===== src/pma_defs.svh =====
`ifndef PMA_DEFS_SVH
`define PMA_DEFS_SVH

// Register byte offsets
`define PMA_ADDR_CNT0 8'h00
`define PMA_ADDR_CNT1 8'h04
`define PMA_ADDR_CNT2 8'h08
`define PMA_ADDR_CNT3 8'h0c
`define PMA_ADDR_CNT4 8'h10
`define PMA_ADDR_STATUS 8'h14
`define PMA_ADDR_CTRL 8'h18
`define PMA_ADDR_MID 8'h1c
`define PMA_ADDR_OVF 8'h20
`define PMA_ADDR_VETO 8'h24
`define PMA_ADDR_PILE 8'h28
`define PMA_ADDR_LOST 8'h2c

// Field positions
`define PMA_CTRL_EN_BIT 0
`define PMA_HALF_BIT 4
`define PMA_TGRP_HALF_BIT 5
`define PMA_TEST_LSB 6
`define PMA_TEST_MSB 11
`define PMA_MID_LSB 4
`define PMA_MID_MSB 11

// Reset values
`define PMA_CTRL_EN_RST 1'b1

// Timing
`define PMA_CLK_MHZ 250
`define PMA_GATE_TIME_MS 3890
`define PMA_GATE_CYCLES (`PMA_GATE_TIME_MS * `PMA_CLK_MHZ * 1000)

`endif


===== src/pma_pkg.sv =====
package pma_pkg;

	typedef enum logic [3:0] {
		PMA_MODE_A = 4'h0,
		PMA_MODE_B = 4'h1,
		PMA_MODE_C = 4'h2,
		PMA_MODE_D = 4'h3,
		PMA_MODE_E = 4'h4,
		PMA_MODE_F = 4'h5,
		PMA_MODE_G = 4'h6,
		PMA_MODE_H = 4'h7,
		PMA_MODE_I = 4'h8
	} pma_mode_t;

	typedef struct packed {
		logic frame_frz;
		logic burst_frz;
		logic [11:0] seq;
		logic pileup;
		logic strobe;
		logic [4:0] pha;
		logic e4_hi;
		logic e4_lo;
		logic [5:0] det;
	} pma_pins_t;

	typedef struct packed {
		pma_pins_t sy1;
		pma_pins_t sy2;
		logic strobe_d;
		logic seq0_d;
		logic settle;
		logic primed;
		logic [11:0] seq_hold;
		pma_mode_t mode;
		logic [5:0] req;
		logic [5:0] veto;
		logic [1:0] gain;
		logic pileup_en;
		logic long_test;
		logic cal_ext;
		logic inject;
		logic frame_frz_d;
		logic [31:0] gate_cnt;
		logic gate_on;
		logic ctrl_en;
		logic [4:0][15:0] cnt;
		logic [4:0] ovf;
		logic [15:0] veto_cnt;
		logic [15:0] pile_cnt;
		logic [15:0] lost_cnt;
		logic [7:0] mid;
		logic [31:0] rdata;
	} pma_state_t;

endpackage : pma_pkg


===== src/pma_accumulator.sv =====
// What this block does
// - Qualified modes count only events passing coincidence and veto; singles mode counts detectors 2-6.
// - Modes C through H reject any event with a detector six pulse.
// - Modes C to F ignore detector one, and sometimes detector two or three.
// - Mode H rejects any event with a detector three pulse.
// - Mode G accepts only when detector four energy is inside the low/high window.
// - Summed pulse height picks one of five channels, each with a 16-bit counter.
// - Coincidence requirements and linear gate gain follow the selected mode.
// - One mode holds for a whole telemetry sequence; counting uses only its conditions, but the masks switch two cycles after the counters clear.
// - At each sequence end advance mode, clear all five counters, restart counting.
// - Mode sequencing comes from the telemetry sequence clock lines.
// - A full mode cycle spans 32 sequences with unequal mode weights.
// - The two 16-sequence halves differ only in pileup rejector enable.
// - Lines six to eleven all high raise the long test signal for 64 sequences.
// - Half of the test group extends the calibration source.
// - Other half of the test group injects internal test pulses.
// - All five counters are read once per sequence at its end, burst half.
// - During end-of-sequence readout the five channel counters stop and hold.
// - Middle eight bits of counter one are read once per frame, blank half.
// - Counter gating totals 3.89 s in each 5.12 s sequence.
//
// The placing of the registers and the strobed register port were left to the implementer.
`timescale 1ns/1ps
`default_nettype none
`include "pma_defs.svh"
module pma_accumulator import pma_pkg::*; #(
	parameter int unsigned GATE_CYCLES = `PMA_GATE_CYCLES // Gated span per sequence
) (
	input wire logic clk_sys, // System clock
	input wire logic rst_n, // Async reset, active low
	input wire logic [5:0] det_hit, // Discriminators, bit0 = detector one
	input wire logic e4_above_low, // Detector four above lower level
	input wire logic e4_above_high, // Detector four above upper level
	input wire logic [4:0] pha_level, // Sum pulse above each channel threshold
	input wire logic event_strobe, // Pulse analysis ready
	input wire logic pileup_seen, // Pileup detector output
	input wire logic [11:0] seq_line, // Telemetry sequence clock lines
	input wire logic burst_freeze, // Burst readout in progress
	input wire logic frame_freeze, // Partial readout words
	input wire logic [7:0] reg_addr, // Register byte address
	input wire logic [31:0] reg_wdata, // Write data
	input wire logic reg_wr, // Write strobe
	input wire logic reg_rd, // Read strobe
	output logic [31:0] reg_rdata, // Read data, cycle after strobe
	output logic [3:0] mode_code, // Active mode
	output logic [1:0] gain_sel, // Linear gate gain
	output logic [5:0] coin_require, // Coincidence mask
	output logic [5:0] coin_veto, // Anti-coincidence mask
	output logic pileup_enable, // Pileup rejector on
	output logic long_test, // Long-period test group
	output logic cal_extend, // Calibration source out
	output logic test_inject, // Internal test pulses on
	output logic [7:0] mid_bits // Counter one middle bits
);

	pma_state_t r;
	pma_state_t n;
	pma_pins_t pins;
	logic seq_edge;
	logic strobe_rise;
	logic frozen;
	logic countable;
	logic pass;
	logic window_ok;
	logic pile_rej;
	logic any_bin;
	logic [2:0] bin;
	logic wr_ovf;
	logic [4:0] inc;
	logic [4:0] ovf_set;
	logic [15:0] status;

	// Weighted toward electron and low energy proton modes
	function automatic pma_mode_t mode_lut(input logic [3:0] idx);
		case (idx)
			4'h0: mode_lut = PMA_MODE_A;
			4'h1: mode_lut = PMA_MODE_G;
			4'h2: mode_lut = PMA_MODE_H;
			4'h3: mode_lut = PMA_MODE_B;
			4'h4: mode_lut = PMA_MODE_G;
			4'h5: mode_lut = PMA_MODE_H;
			4'h6: mode_lut = PMA_MODE_C;
			4'h7: mode_lut = PMA_MODE_A;
			4'h8: mode_lut = PMA_MODE_G;
			4'h9: mode_lut = PMA_MODE_H;
			4'ha: mode_lut = PMA_MODE_D;
			4'hb: mode_lut = PMA_MODE_E;
			4'hc: mode_lut = PMA_MODE_G;
			4'hd: mode_lut = PMA_MODE_H;
			4'he: mode_lut = PMA_MODE_F;
			4'hf: mode_lut = PMA_MODE_I;
			default: mode_lut = PMA_MODE_A;
		endcase
	endfunction : mode_lut

	// Bit0 is detector one; a detector in neither mask is ignored
	function automatic logic [5:0] req_lut(input pma_mode_t m);
		case (m)
			PMA_MODE_A: req_lut = 6'h01;
			PMA_MODE_B: req_lut = 6'h03;
			PMA_MODE_C: req_lut = 6'h06;
			PMA_MODE_D: req_lut = 6'h0c;
			PMA_MODE_E: req_lut = 6'h18;
			PMA_MODE_F: req_lut = 6'h18;
			PMA_MODE_G: req_lut = 6'h18;
			PMA_MODE_H: req_lut = 6'h08;
			default: req_lut = 6'h00;
		endcase
	endfunction : req_lut

	function automatic logic [5:0] veto_lut(input pma_mode_t m);
		case (m)
			PMA_MODE_A: veto_lut = 6'h02;
			PMA_MODE_B: veto_lut = 6'h04;
			PMA_MODE_C: veto_lut = 6'h28;
			PMA_MODE_D: veto_lut = 6'h30;
			PMA_MODE_E: veto_lut = 6'h20;
			PMA_MODE_F: veto_lut = 6'h20;
			PMA_MODE_G: veto_lut = 6'h20;
			PMA_MODE_H: veto_lut = 6'h34;
			default: veto_lut = 6'h00;
		endcase
	endfunction : veto_lut

	function automatic logic [1:0] gain_lut(input pma_mode_t m);
		case (m)
			PMA_MODE_A, PMA_MODE_B: gain_lut = 2'h0;
			PMA_MODE_C, PMA_MODE_D: gain_lut = 2'h1;
			PMA_MODE_E, PMA_MODE_F: gain_lut = 2'h2;
			default: gain_lut = 2'h3;
		endcase
	endfunction : gain_lut

	assign pins = '{
		frame_frz: frame_freeze,
		burst_frz: burst_freeze,
		seq: seq_line,
		pileup: pileup_seen,
		strobe: event_strobe,
		pha: pha_level,
		e4_hi: e4_above_high,
		e4_lo: e4_above_low,
		det: det_hit
	};

	always_comb begin
		n = r;
		n.sy1 = pins;
		n.sy2 = r.sy1;
		n.strobe_d = r.sy2.strobe;
		n.seq0_d = r.sy2.seq[0];
		n.frame_frz_d = r.sy2.frame_frz;
		n.rdata = 32'h0000_0000;
		inc = 5'h00;
		ovf_set = 5'h00;
		bin = 3'h0;
		any_bin = 1'b0;

		seq_edge = r.sy2.seq[0] ^ r.seq0_d;
		n.settle = seq_edge;
		n.primed = 1'b1;
		strobe_rise = r.sy2.strobe & ~r.strobe_d;

		// snapshot one cycle after the edge, so line skew cannot leak in
		if (r.settle || !r.primed) begin
			n.seq_hold = r.sy2.seq;
		end

		// mode fixed by held sequence bits
		n.mode = mode_lut(r.seq_hold[3:0]);
		n.req = req_lut(r.mode);
		n.veto = veto_lut(r.mode);
		n.gain = gain_lut(r.mode);
		// low bits repeat every 32 sequences
		n.pileup_en = r.seq_hold[`PMA_HALF_BIT];
		n.long_test = &r.seq_hold[`PMA_TEST_MSB:`PMA_TEST_LSB];
		n.cal_ext = n.long_test & ~r.seq_hold[`PMA_TGRP_HALF_BIT];
		n.inject = n.long_test & r.seq_hold[`PMA_TGRP_HALF_BIT];

		// gate window counted from sequence start
		if (r.settle) begin
			n.gate_cnt = 32'h0000_0000;
			n.gate_on = 1'b1;
		end else if (r.gate_on) begin
			n.gate_cnt = r.gate_cnt + 32'h0000_0001;
			if (r.gate_cnt >= GATE_CYCLES - 32'h0000_0001) begin
				n.gate_on = 1'b0;
			end
		end

		frozen = r.sy2.burst_frz | r.sy2.frame_frz;
		countable = r.ctrl_en & r.gate_on & ~frozen & ~r.settle;

		pass = ((r.sy2.det & r.req) == r.req) && ((r.sy2.det & r.veto) == 6'h00);

		case (r.mode)
			PMA_MODE_G: window_ok = r.sy2.e4_lo & ~r.sy2.e4_hi;
			PMA_MODE_F: window_ok = r.sy2.e4_hi;
			default: window_ok = 1'b1;
		endcase
		pile_rej = r.pileup_en & r.sy2.pileup;

		for (int i = 0; i < 5; i++) begin
			if (r.sy2.pha[i]) begin
				bin = 3'(i);
				any_bin = 1'b1;
			end
		end

		// an event that cannot be counted only bumps the lost counter, while enabled
		if (strobe_rise && !countable && r.ctrl_en) begin
			if (r.lost_cnt != 16'hffff) begin
				n.lost_cnt = r.lost_cnt + 16'h0001;
			end
		end else if (strobe_rise && countable) begin
			if (r.mode == PMA_MODE_I) begin
				// singles of detectors two to six
				inc = r.sy2.det[5:1];
			end else if (pile_rej) begin
				if (r.pile_cnt != 16'hffff) begin
					n.pile_cnt = r.pile_cnt + 16'h0001;
				end
			end else if (pass && window_ok && any_bin) begin
				inc[bin] = 1'b1;
			end else if (r.veto_cnt != 16'hffff) begin
				n.veto_cnt = r.veto_cnt + 16'h0001;
			end
		end

		for (int i = 0; i < 5; i++) begin
			if (r.settle) begin
				n.cnt[i] = 16'h0000;
			end else if (inc[i]) begin
				n.cnt[i] = r.cnt[i] + 16'h0001;
				ovf_set[i] = (r.cnt[i] == 16'hffff);
			end
		end
		if (r.settle) begin
			n.veto_cnt = 16'h0000;
			n.pile_cnt = 16'h0000;
			n.lost_cnt = 16'h0000;
		end

		// capture middle bits as partial readout opens
		if (r.sy2.frame_frz && !r.frame_frz_d) begin
			n.mid = r.cnt[0][`PMA_MID_MSB:`PMA_MID_LSB];
		end

		// Overflow flags: write one to clear, a new overflow wins
		wr_ovf = reg_wr && (reg_addr == `PMA_ADDR_OVF);
		n.ovf = (r.ovf & ~(wr_ovf ? reg_wdata[4:0] : 5'h00)) | ovf_set;
		if (reg_wr && reg_addr == `PMA_ADDR_CTRL) begin
			n.ctrl_en = reg_wdata[`PMA_CTRL_EN_BIT];
		end

		status = {
			r.seq_hold[5:4],
			r.gate_on,
			frozen,
			r.inject,
			r.cal_ext,
			r.long_test,
			r.pileup_en,
			4'h0,
			r.mode
		};

		// counters readable while burst freeze holds them
		if (reg_rd) begin
			case (reg_addr)
				`PMA_ADDR_CNT0: n.rdata = {16'h0000, r.cnt[0]};
				`PMA_ADDR_CNT1: n.rdata = {16'h0000, r.cnt[1]};
				`PMA_ADDR_CNT2: n.rdata = {16'h0000, r.cnt[2]};
				`PMA_ADDR_CNT3: n.rdata = {16'h0000, r.cnt[3]};
				`PMA_ADDR_CNT4: n.rdata = {16'h0000, r.cnt[4]};
				`PMA_ADDR_STATUS: n.rdata = {16'h0000, status};
				`PMA_ADDR_CTRL: n.rdata = {31'h0000_0000, r.ctrl_en};
				`PMA_ADDR_MID: n.rdata = {24'h00_0000, r.mid};
				`PMA_ADDR_OVF: n.rdata = {27'h000_0000, r.ovf};
				`PMA_ADDR_VETO: n.rdata = {16'h0000, r.veto_cnt};
				`PMA_ADDR_PILE: n.rdata = {16'h0000, r.pile_cnt};
				`PMA_ADDR_LOST: n.rdata = {16'h0000, r.lost_cnt};
				default: n.rdata = 32'h0000_0000;
			endcase
		end
	end

	always_ff @(posedge clk_sys or negedge rst_n) begin
		if (!rst_n) begin
			r <= '0;
			r.ctrl_en <= `PMA_CTRL_EN_RST;
		end else begin
			r <= n;
		end
	end

	assign reg_rdata = r.rdata;
	assign mode_code = r.mode;
	assign gain_sel = r.gain;
	assign coin_require = r.req;
	assign coin_veto = r.veto;
	assign pileup_enable = r.pileup_en;
	assign long_test = r.long_test;
	assign cal_extend = r.cal_ext;
	assign test_inject = r.inject;
	assign mid_bits = r.mid;

endmodule : pma_accumulator
`default_nettype wire


===== config.mk =====
export PLATFORM = sky130hd
export DESIGN_NAME = pma_accumulator
export DESIGN_NICKNAME = d
export VERILOG_FILES = /design/src/pma_pkg.sv /design/src/pma_accumulator.sv
export VERILOG_INCLUDE_DIRS = /design/src
export SDC_FILE = /design/constraint.sdc
export NUM_CORES = 1
export LEC_CHECK = 0
export ABC_AREA = 0
export BUFFER_PORTS_ARGS = -buffer_cell sky130_fd_sc_hd__buf_2
export CAP_MARGIN = 20
export CORE_MARGIN = 5
export CORE_UTILIZATION = 54
export DETAILED_ROUTE_END_ITERATION = 7
export HOLD_SLACK_MARGIN = 0.08
export PLACE_DENSITY = 0.75
export SYNTH_ARGS = -nofsm -noshare
export SYNTH_HDL_FRONTEND = slang
export SYNTH_SLANG_ARGS = --single-unit

===== constraint.sdc =====
create_clock -name clk_sys -period 2.53 [get_ports clk_sys]
set_clock_uncertainty 0.15 [all_clocks]
set_input_delay 0.3795 -clock clk_sys [delete_from_list [all_inputs] [get_ports clk_sys]]
set_output_delay 0.3795 -clock clk_sys [all_outputs]
set_load 0.01 [all_outputs]

==> flow_results.org, run 1 <==
** Routing
- Average via count per standard cell :: between 6 and 7
- Drt first-iter violations :: roughly 1,600
- Number of nets still failing antenna checks after routing :: 0
- Dividing the detail-routed wire length by the instance count gives 22.1 um.
- The first detailed-routing pass ran for 8 iterations.
- For this block, the routed nets add up to about 43,000 um of wire.
- The routed layout has about 12,000 vias.
- DR DRC count :: 0

** Synthesis
- Sequential elements use about half of the synthesized area.
- Syn. warnings :: 0
- A synthesized cell averages between 10 and 15 um^2.
- The largest total area in the synthesized netlist belongs to dfrtp_1.
- Share of Yosys cell area claimed by the top area cell type :: 51.4%
- The number of different library cells used by synthesis comes to 69.
- Post-synthesis sequential element count :: around 290
- Share of flip-flops with an asynchronous set or reset :: 100%
- By area, the combinational part of the netlist is dominated by simple AND/OR/NAND/NOR gates.
- The synthesized netlist devotes between 10% and 20% of its cell area to compound gates.
- Mux cell area share after synthesis :: 3.34%
- After Yosys synthesis, and, or, nand and nor cells account for between 20% and 30% of the synthesized area.
- After Yosys synthesis, full adders, half adders and majority gates account for 1.53% of the synthesized area.
- Most frequently used flop master after synthesis :: dfrtp_1
- Xor/xnor cell area share of the yosys netlist :: 4.80%
- The cell count after synthesis came out at 1,363.
- EDFF count, synth :: 0
- By area the synthesized netlist is led by dfrtp_1, nor2_1, buf_4.
- The synthesized netlist occupies a cell area of roughly 14,000 um^2.

** Die
- The floorplan step set the die width to approximately 170 um.
- Core region area :: around 25,000 um^2
- Core Rows :: 58
- For this design the top-level I/O count stands at around 140.
- The die is 170 um tall.
- The die covers ~29,000 um^2.
- The initial utilization of the core area, before any placement, comes to between 50 and 60%.

** Setup path
- Setup slack of the most critical reg-to-reg path :: -0.21 ns
- By startpoint and endpoint, the worst setup path is classified as register to register.
- Data arrives at the worst endpoint at a little over 3 ns.
- Cell count along the critical path :: 5
- Worst Path Buf+Inv :: 0
- Broken down by cell family, the worst path's largest delay share belongs to simple AND/OR/NAND/NOR gates.
- For the worst flop-to-flop path, the logic depth is 5.
- STA classifies the critical path endpoint as a register.
- Traced cell by cell, the critical path runs through or4b_4, or4_4, or4b_4, or3_1, a21oi_1.
- Endpoint required time on the critical path :: between 2 and 3 ns
- In this design, the stage delay of the slowest critical-path cell is between 0.5 and 0.6 ns.
- Among all stages on the critical path, the largest delay is contributed by or4b_4.
- The worst setup path is launched from a register.
- Most used cell, CP :: or4b_4
- The endpoint identified for the worst register-to-register timing path is r[69].
- Worst reg2reg startpoint :: r[243]
- In this run the worst path has a maximum fanout of 4.

** Clock tree
- CTS H-Tree Depth :: 1
- Buffers inserted during clock tree synthesis total 29.
- The clock reaches the later pin of the worst-skew pair after 0.57 ns.
- CTS saw about 290 sinks.
- Maximum buffer depth of the clock tree :: 3
- Clock-pin slew reported for the worst setup and hold paths after clock tree synthesis :: 0.06 ns
- Clock tree root buffer cell :: clkbuf_16
- TritonCTS built the clock tree.

** Placed design
- Setup slack after placement :: -0.312 ns
- After legalization and detailed placement, the total HPWL measured between 20,000 and 30,000 um.
- At the end of routability-driven placement, the weighted congestion stood at a little under 1.
- Input and output buffers added on the ports amount to between 80 and 90.
- After detailed placement, the design holds a cell count of around 1,800.

** STA
- Tightest slew margin relative to the limit :: a little under three fifths
- Setup repair after global routing could not meet its margin everywhere.
- The number of max-slew violations in the final report was 0.
- For this run, the top clock speed supported by timing is 365 MHz.
- Fin Setup TNS :: -8.22 ns
- Share of the clock period used by the worst path :: 108%
- Transition at the pin with the smallest max-transition slack :: about 0.67 ns
- Hold Violations, Final :: 0
- Minimum setup slack in the final design :: -0.209 ns
- Endpoints failing setup :: 88
- Crit path time final :: ~2.7 ns

** Worst hold path
- The startpoint identified for the worst hold timing path is reg_rd.
- For hold timing, the worst endpoint is reg_rdata[9].
- Type of the tightest min-delay check :: primary input to register
- Along the worst hold path, the cell count comes to 4.

** Layout
- Post-Route Utilization :: about 70%
- Net total in the final layout :: about 1,700
- Compared with the post-synthesis result, the final layout area differs by 29.9%.
- # fillers :: between 1,500 and 2,000
- The count of cells in the finished layout, fillers not included, comes to 1,927.
- Of the cells placed in the final design, the portion with a size suffix greater than 1 is 29.4%.
- Antenna diode count :: 0

** Global route
- The total overflow left after global routing is 0.
- The number of global-route vias before repair came to about 12,000.
- Across every metal layer, demand over resource in global routing totals 27.6%.
- The number of antenna violations at the first check in global routing is 0.
- Global-route wire length before repair :: roughly 64,000 um
- Entering global routing, the biggest net connects 137 pins.

** Power and ir drop
- Power Density :: between 500 and 600 nW/um^2
- The analysis attributes to cell leakage a power of a little under 8 nW.
- The worst-case IR drop observed on VDD is 603 uV.

** Run status
- Result of the run :: finished, violations left
- Failing checks :: setup timing

** Flow run
- Max-cap viol count :: 0
-- area by class of cell --
type,count,area (um^2),area share (%)
Clock inverter,14,148,0.819
Clock buffer,38,810,4.49
Tap cell,330,413,2.29
Sequential cell,286,7160,39.7
Multi-Input combinational cell,956,6990,38.7
Timing Repair Buffer,284,2440,13.5
Inverter,19,71.3,0.396
-- per-stage QoR --
stage	total power, W	hold slack [ns]	cell area [um^2]
floorplan	0.00533	-0.0661	14000
CTS	0.0102	0.147	17200
detailed placement	0.00575	0.187	15200
finish	0.0104	0.154	18000
global route	0.0107	0.208	18000
global placement	0.00572	0.182	15200
-- cell usage after synthesis, drive strengths merged (21+ instances only) --
cell    number
or4         33
nand4       33
xnor2       30
nor3        23
and3        39
nand2      112
xor2        46
mux2        24
dfrtp      285
and2        21
a222oi      21
nor2       133
clkbuf      55
o31ai       29
o21ai       41
a21oi       59
buf         65
nand3       75
-- where the power goes --
part           internal (W)  total [W]  leakage [nW]  switching [W]
Combinational      0.000548    0.00123          3.51       0.000677
Sequential          0.00472    0.00482          3.76       0.000104
Clock               0.00247    0.00433         0.472        0.00187
-- registers in the layout, summed over array words and instances, names as in the netlist --
name / flops
coin_require: 5
long_test: 1
pileup_enable: 1
reg_rdata: 16
gain_sel: 2
test_inject: 1
coin_veto: 5
mid_bits: 8
mode_code: 4
n: 33
r: 209
cal_extend: 1
-- routing by layer --
metal / vias up / track usage (%) / wire (um)
li1: 5363 / - / -
met1: 5998 / 38.1 / 16300
met2: 692 / 43.8 / 19900
met3: 167 / 4.74 / 4090
met4: 0 / 10.8 / 2150
met5: - / 0 / 0
-- layout by cell type (no fill, tap or decap), drive strengths merged, types with 21 or more instances in the layout --
cell type	netlist	layout
mux2	24	24
nand4	33	33
dfrtp	285	285
clkbuf	55	42
and3	39	39
or4	33	33
nand2	112	112
a222oi	21	21
o21ai	41	41
buf	65	244
xnor2	30	30
dlygate4sd3	0	36
inv	19	21
nor2	133	133
o31ai	29	29
and2	21	21
xor2	46	46
nand3	75	75
nor3	23	23
a21oi	59	60
-- worst min-delay path, delay by kind of cell --
kind | cells | cell delay [ns]
AND/OR/NAND/NOR | 2 | 0.17
buffers and inverters | 2 | 0.27
-- cells by family after synthesis --
group / count (synthesis)
compound gates: 253
xor+xnor: 76
fa+ha+maj: 17
buf+inv: 139
flops: 286
mux: 42
other cells: 2
simple gates: 548
-- how the worst max path moves through the flow --
stage                            start      to  slack (ns)
final                           r[243]   r[69]       -0.21
after global placement          r[243]   r[69]       -0.26
after floorplan                 n[207]   r[69]       -0.12
after CTS                       r[243]   r[69]       -0.18
after global routing      mode_code[1]  r[137]       -0.32
after detailed placement        r[243]   r[69]       -0.31
-- timing repair --
| item | CTS | global route |
|---|---|---|
| pin swaps | 76 | 81 |
| setup buffers | 21 | 18 |
| endpoints found under the hold margin | 244 | 0 |
| endpoints found under the setup margin | 102 | 115 |
| hold buffers | 36 | 0 |
| gates resized for setup | 83 | 163 |
| gates cloned | 6 | 3 |
(Power assumes the default switching activity.)
==> run 2: changes to the inputs <==
==> constraint.sdc (replaced) <==
create_clock -name clk_sys -period 2.5 [get_ports clk_sys]
set_clock_uncertainty 0.15 [all_clocks]
set_input_delay 0.375 -clock clk_sys [delete_from_list [all_inputs] [get_ports clk_sys]]
set_output_delay 0.375 -clock clk_sys [all_outputs]
set_load 0.01 [all_outputs]
==> run 2 against run 1 <==
Effect of this change: the run ends with DRC, setup timing left; final area rose by 2.0%; register-to-register slack worse by 0.16 ns; critical path depth grew 8; largest power group is now clock.
==> flow_results.org, run 2 (synthesis gave the netlist of run 1 again) <==
** Die
- The I/O pin count is 135 (unchanged).
- The horizontal die dimension came to 170 um (unchanged).
- Core region area :: 25,300 um^2 (unchanged)
- The floorplan die height was 170 um (unchanged).
- The die outline area was 29,000 um^2 (unchanged).
- Effective utilization at floorplan :: 55.0% (unchanged)
- Core Rows :: 58 (unchanged)

** Placed design
- The number of cells in the design after placement is 1,804 (+0.67%).
- The final estimated routing congestion in global placement was 0.982 (+1.1%).
- The placed wire-length estimate after detailed placement was 28,000 um (+2.7%).
- Port Buffers :: 89 (unchanged)

** Run status
- Failing checks :: DRC, setup timing
- Result of the run :: finished, violations left

** Setup path
- The worst setup path is of the register to register kind.
- The maximum net fanout on the critical path came to 5 (+1).
- Endpoint required time on the critical path :: 2.73 ns (-0.13 ns)
- Startpoint kind of the worst setup timing path :: register
- The worst setup path is captured at a register.
- Setup slack of the most critical reg-to-reg path :: -0.37 ns (-0.16 ns)
- Data arrival time of the critical path :: 3.11 ns (+0.04 ns)

** STA
- Fmax :: 348 MHz (-4.7%)
- The least setup slack across all paths after layout was -0.374 ns (-0.165 ns).
- The number of max-slew violations in the final report was 0 (unchanged).
- The post-route clock period utilization is 115% (+6.7 points).
- Fin Setup TNS :: -18.29 ns (-10.07 ns)
- The max-slew headroom at the worst pin was 38.3% (-17 points).
- The actual slew at the worst max-slew pin came to 0.925 ns (+0.258 ns).
- The count of final setup violators came to 111 (+26%).
- Setup repair after global routing missed its margin :: true
- Crit path time final :: 2.87 ns (+0.135 ns)
- The final hold violation count is 0 (unchanged).

** Routing
- Post-DR wirelength/cell :: 23.0 um (+4.0%)
- The wire length reported by the detailed router is 44,600 um (+4.9%).
- Number of nets still failing antenna checks after routing :: 0 (unchanged)
- Total number of vias :: 12,500 (+2.3%)
- Average via count per standard cell :: 6.43 (+1.5%)
- Drt first-iter violations :: 1,778 (+11%)
- DR DRC count :: 4 (+4)
- The detailed-routing iteration count for the pre-antenna-repair pass was 8 (unchanged).

** Global route
- Sum of overflow across all layers after global routing :: 0 (unchanged)
- The global-route wire length before repair is 65,900 um (+3.1%).
- The maximum number of pins on one net before global-route repair is 80 (-42%).
- Initial antenna violation count :: 1 (+1)
- Tot GR Track Use :: 28.6% (+1.0 points)
- Via count of the first global-routing pass :: 11,900 (+1.0%)

** Clock tree
- The cell sitting at the root of the clock tree is a clkbuf_16.
- Clock-pin slew reported for the worst setup and hold paths after clock tree synthesis :: 0.06 ns (about the same)
- The maximum clock path buffer count was 3 (unchanged).
- TritonCTS built the clock tree.
- The clock insertion delay at the later pin of the skew report came to 0.57 ns (about the same).
- Clock Sinks :: 286 (unchanged)
- The maximum level of the CTS H-tree was 1 (unchanged).
- Clock buffer count from CTS :: 31 (+6.9%)

** Power and ir drop
- The largest voltage drop on the vdd net is 773 uV (+28%).
- Power Density :: 615 nW/um^2 (+6.8%)
- The static power due to leakage was 7.90 nW (+2.0%).
- Post-layout total power :: 0.0113 W (+8.9%)

** Layout
- Max FFs per register :: 209 (unchanged)
- Fraction of final layout cells sized beyond drive strength 1 :: 31.8% (+2.4 points)
- The top cell types in the final layout, fill and taps aside, are dfrtp_1, nor2_1, buf_4.
- The final layout net count is 1,677 (+0.66%).
- Most common library cell in the layout ignoring fill and taps :: dfrtp_1
- Post-layout instance count excluding filler cells :: 1,943 (+0.83%)
- Relative to the synthesized area, the layout overhead comes to 32.5%.
- Register with the highest flop count :: r

** Flow run
- Max-cap viol count :: 0 (unchanged)

** Worst hold path
- Type of the tightest min-delay check :: primary input to register
## run 2: changes by cell type in the layout (fill, tap and decap cells not counted), sizes merged
cell	change
a21oi	-1
buf	+10
bufinv	+5
clkbuf	+3
clkinv	-1
diode	+1
inv	-1
## run 2: worst paths after layout
kind,startpoint,end,cells past startpoint
hold / removal,reg_rd,reg_rdata[10],4
hold reg to reg,n[246],r[246],0
setup reg to reg,mode_code[0],r[168],13
max in group asynchronous,rst_n,r[243],3
setup / recovery,mode_code[0],r[168],13
min in group asynchronous,rst_n,r[48],2
## run 2: cell type report
class,count,area [um^2]
clock buffers,41,893
flip-flops and latches,286,7160
clock inverters,17,273
multi-input cells,955,7080
repair buffers,294,2500
well taps,330,413
inverters,19,73.8
fillers,1639,6860
diodes,1,2.50
## run 2: stage by stage
step           hold WS, ns  setup slack [ns]  instance area (um^2)  util (%)
6_report             0.152            -0.374                 18400      72.8
5_1_grt              0.205            -0.429                 18400      72.8
4_1_cts              0.142            -0.257                 17500      69.2
3_5_place_dp         0.185            -0.348                 15200      60.3
3_3_place_gp         0.181            -0.319                 15200      60.3
2_1_floorplan      -0.0706            -0.152                 14000         -
## run 2: what timing repair did
item / in CTS / in global routing
pin swaps: 67 / 128
hold buffers: 36 / 0
hold endpoints to repair: 106 / 0
gates resized for setup: 109 / 173
cloned: 4 / 4
setup endpoints to repair: 94 / 117
setup buffers: 24 / 20
## run 2: where the power goes
group,leakage (nW),internal (W),switching [W]
logic,3.56,0.000570,0.000709
clock network,0.573,0.00323,0.00193
registers,3.76,0.00477,0.000102
total,7.90,0.00857,0.00274
## run 2: critical path, cell delays in order (launching register included)
cell	delay, ns
dfrtp_1	0.41
inv_2	0.12
ha_4	0.15
and3b_1	0.19
nor4_2	0.07
buf_4	0.15
nor4_4	0.20
buf_4	0.18
buf_6	0.12
a32oi_4	0.13
buf_6	0.15
buf_4	0.15
o31ai_1	0.36
a21oi_1	0.17
## run 2: routing by layer
layer	global-route usage (%)	vias up	part of all wire [%]
li1	-	5389	-
met1	38.7	6129	37
met2	44.9	757	47
met3	5.57	225	10
met4	13.1	2	6.5
met5	0	-	0.045
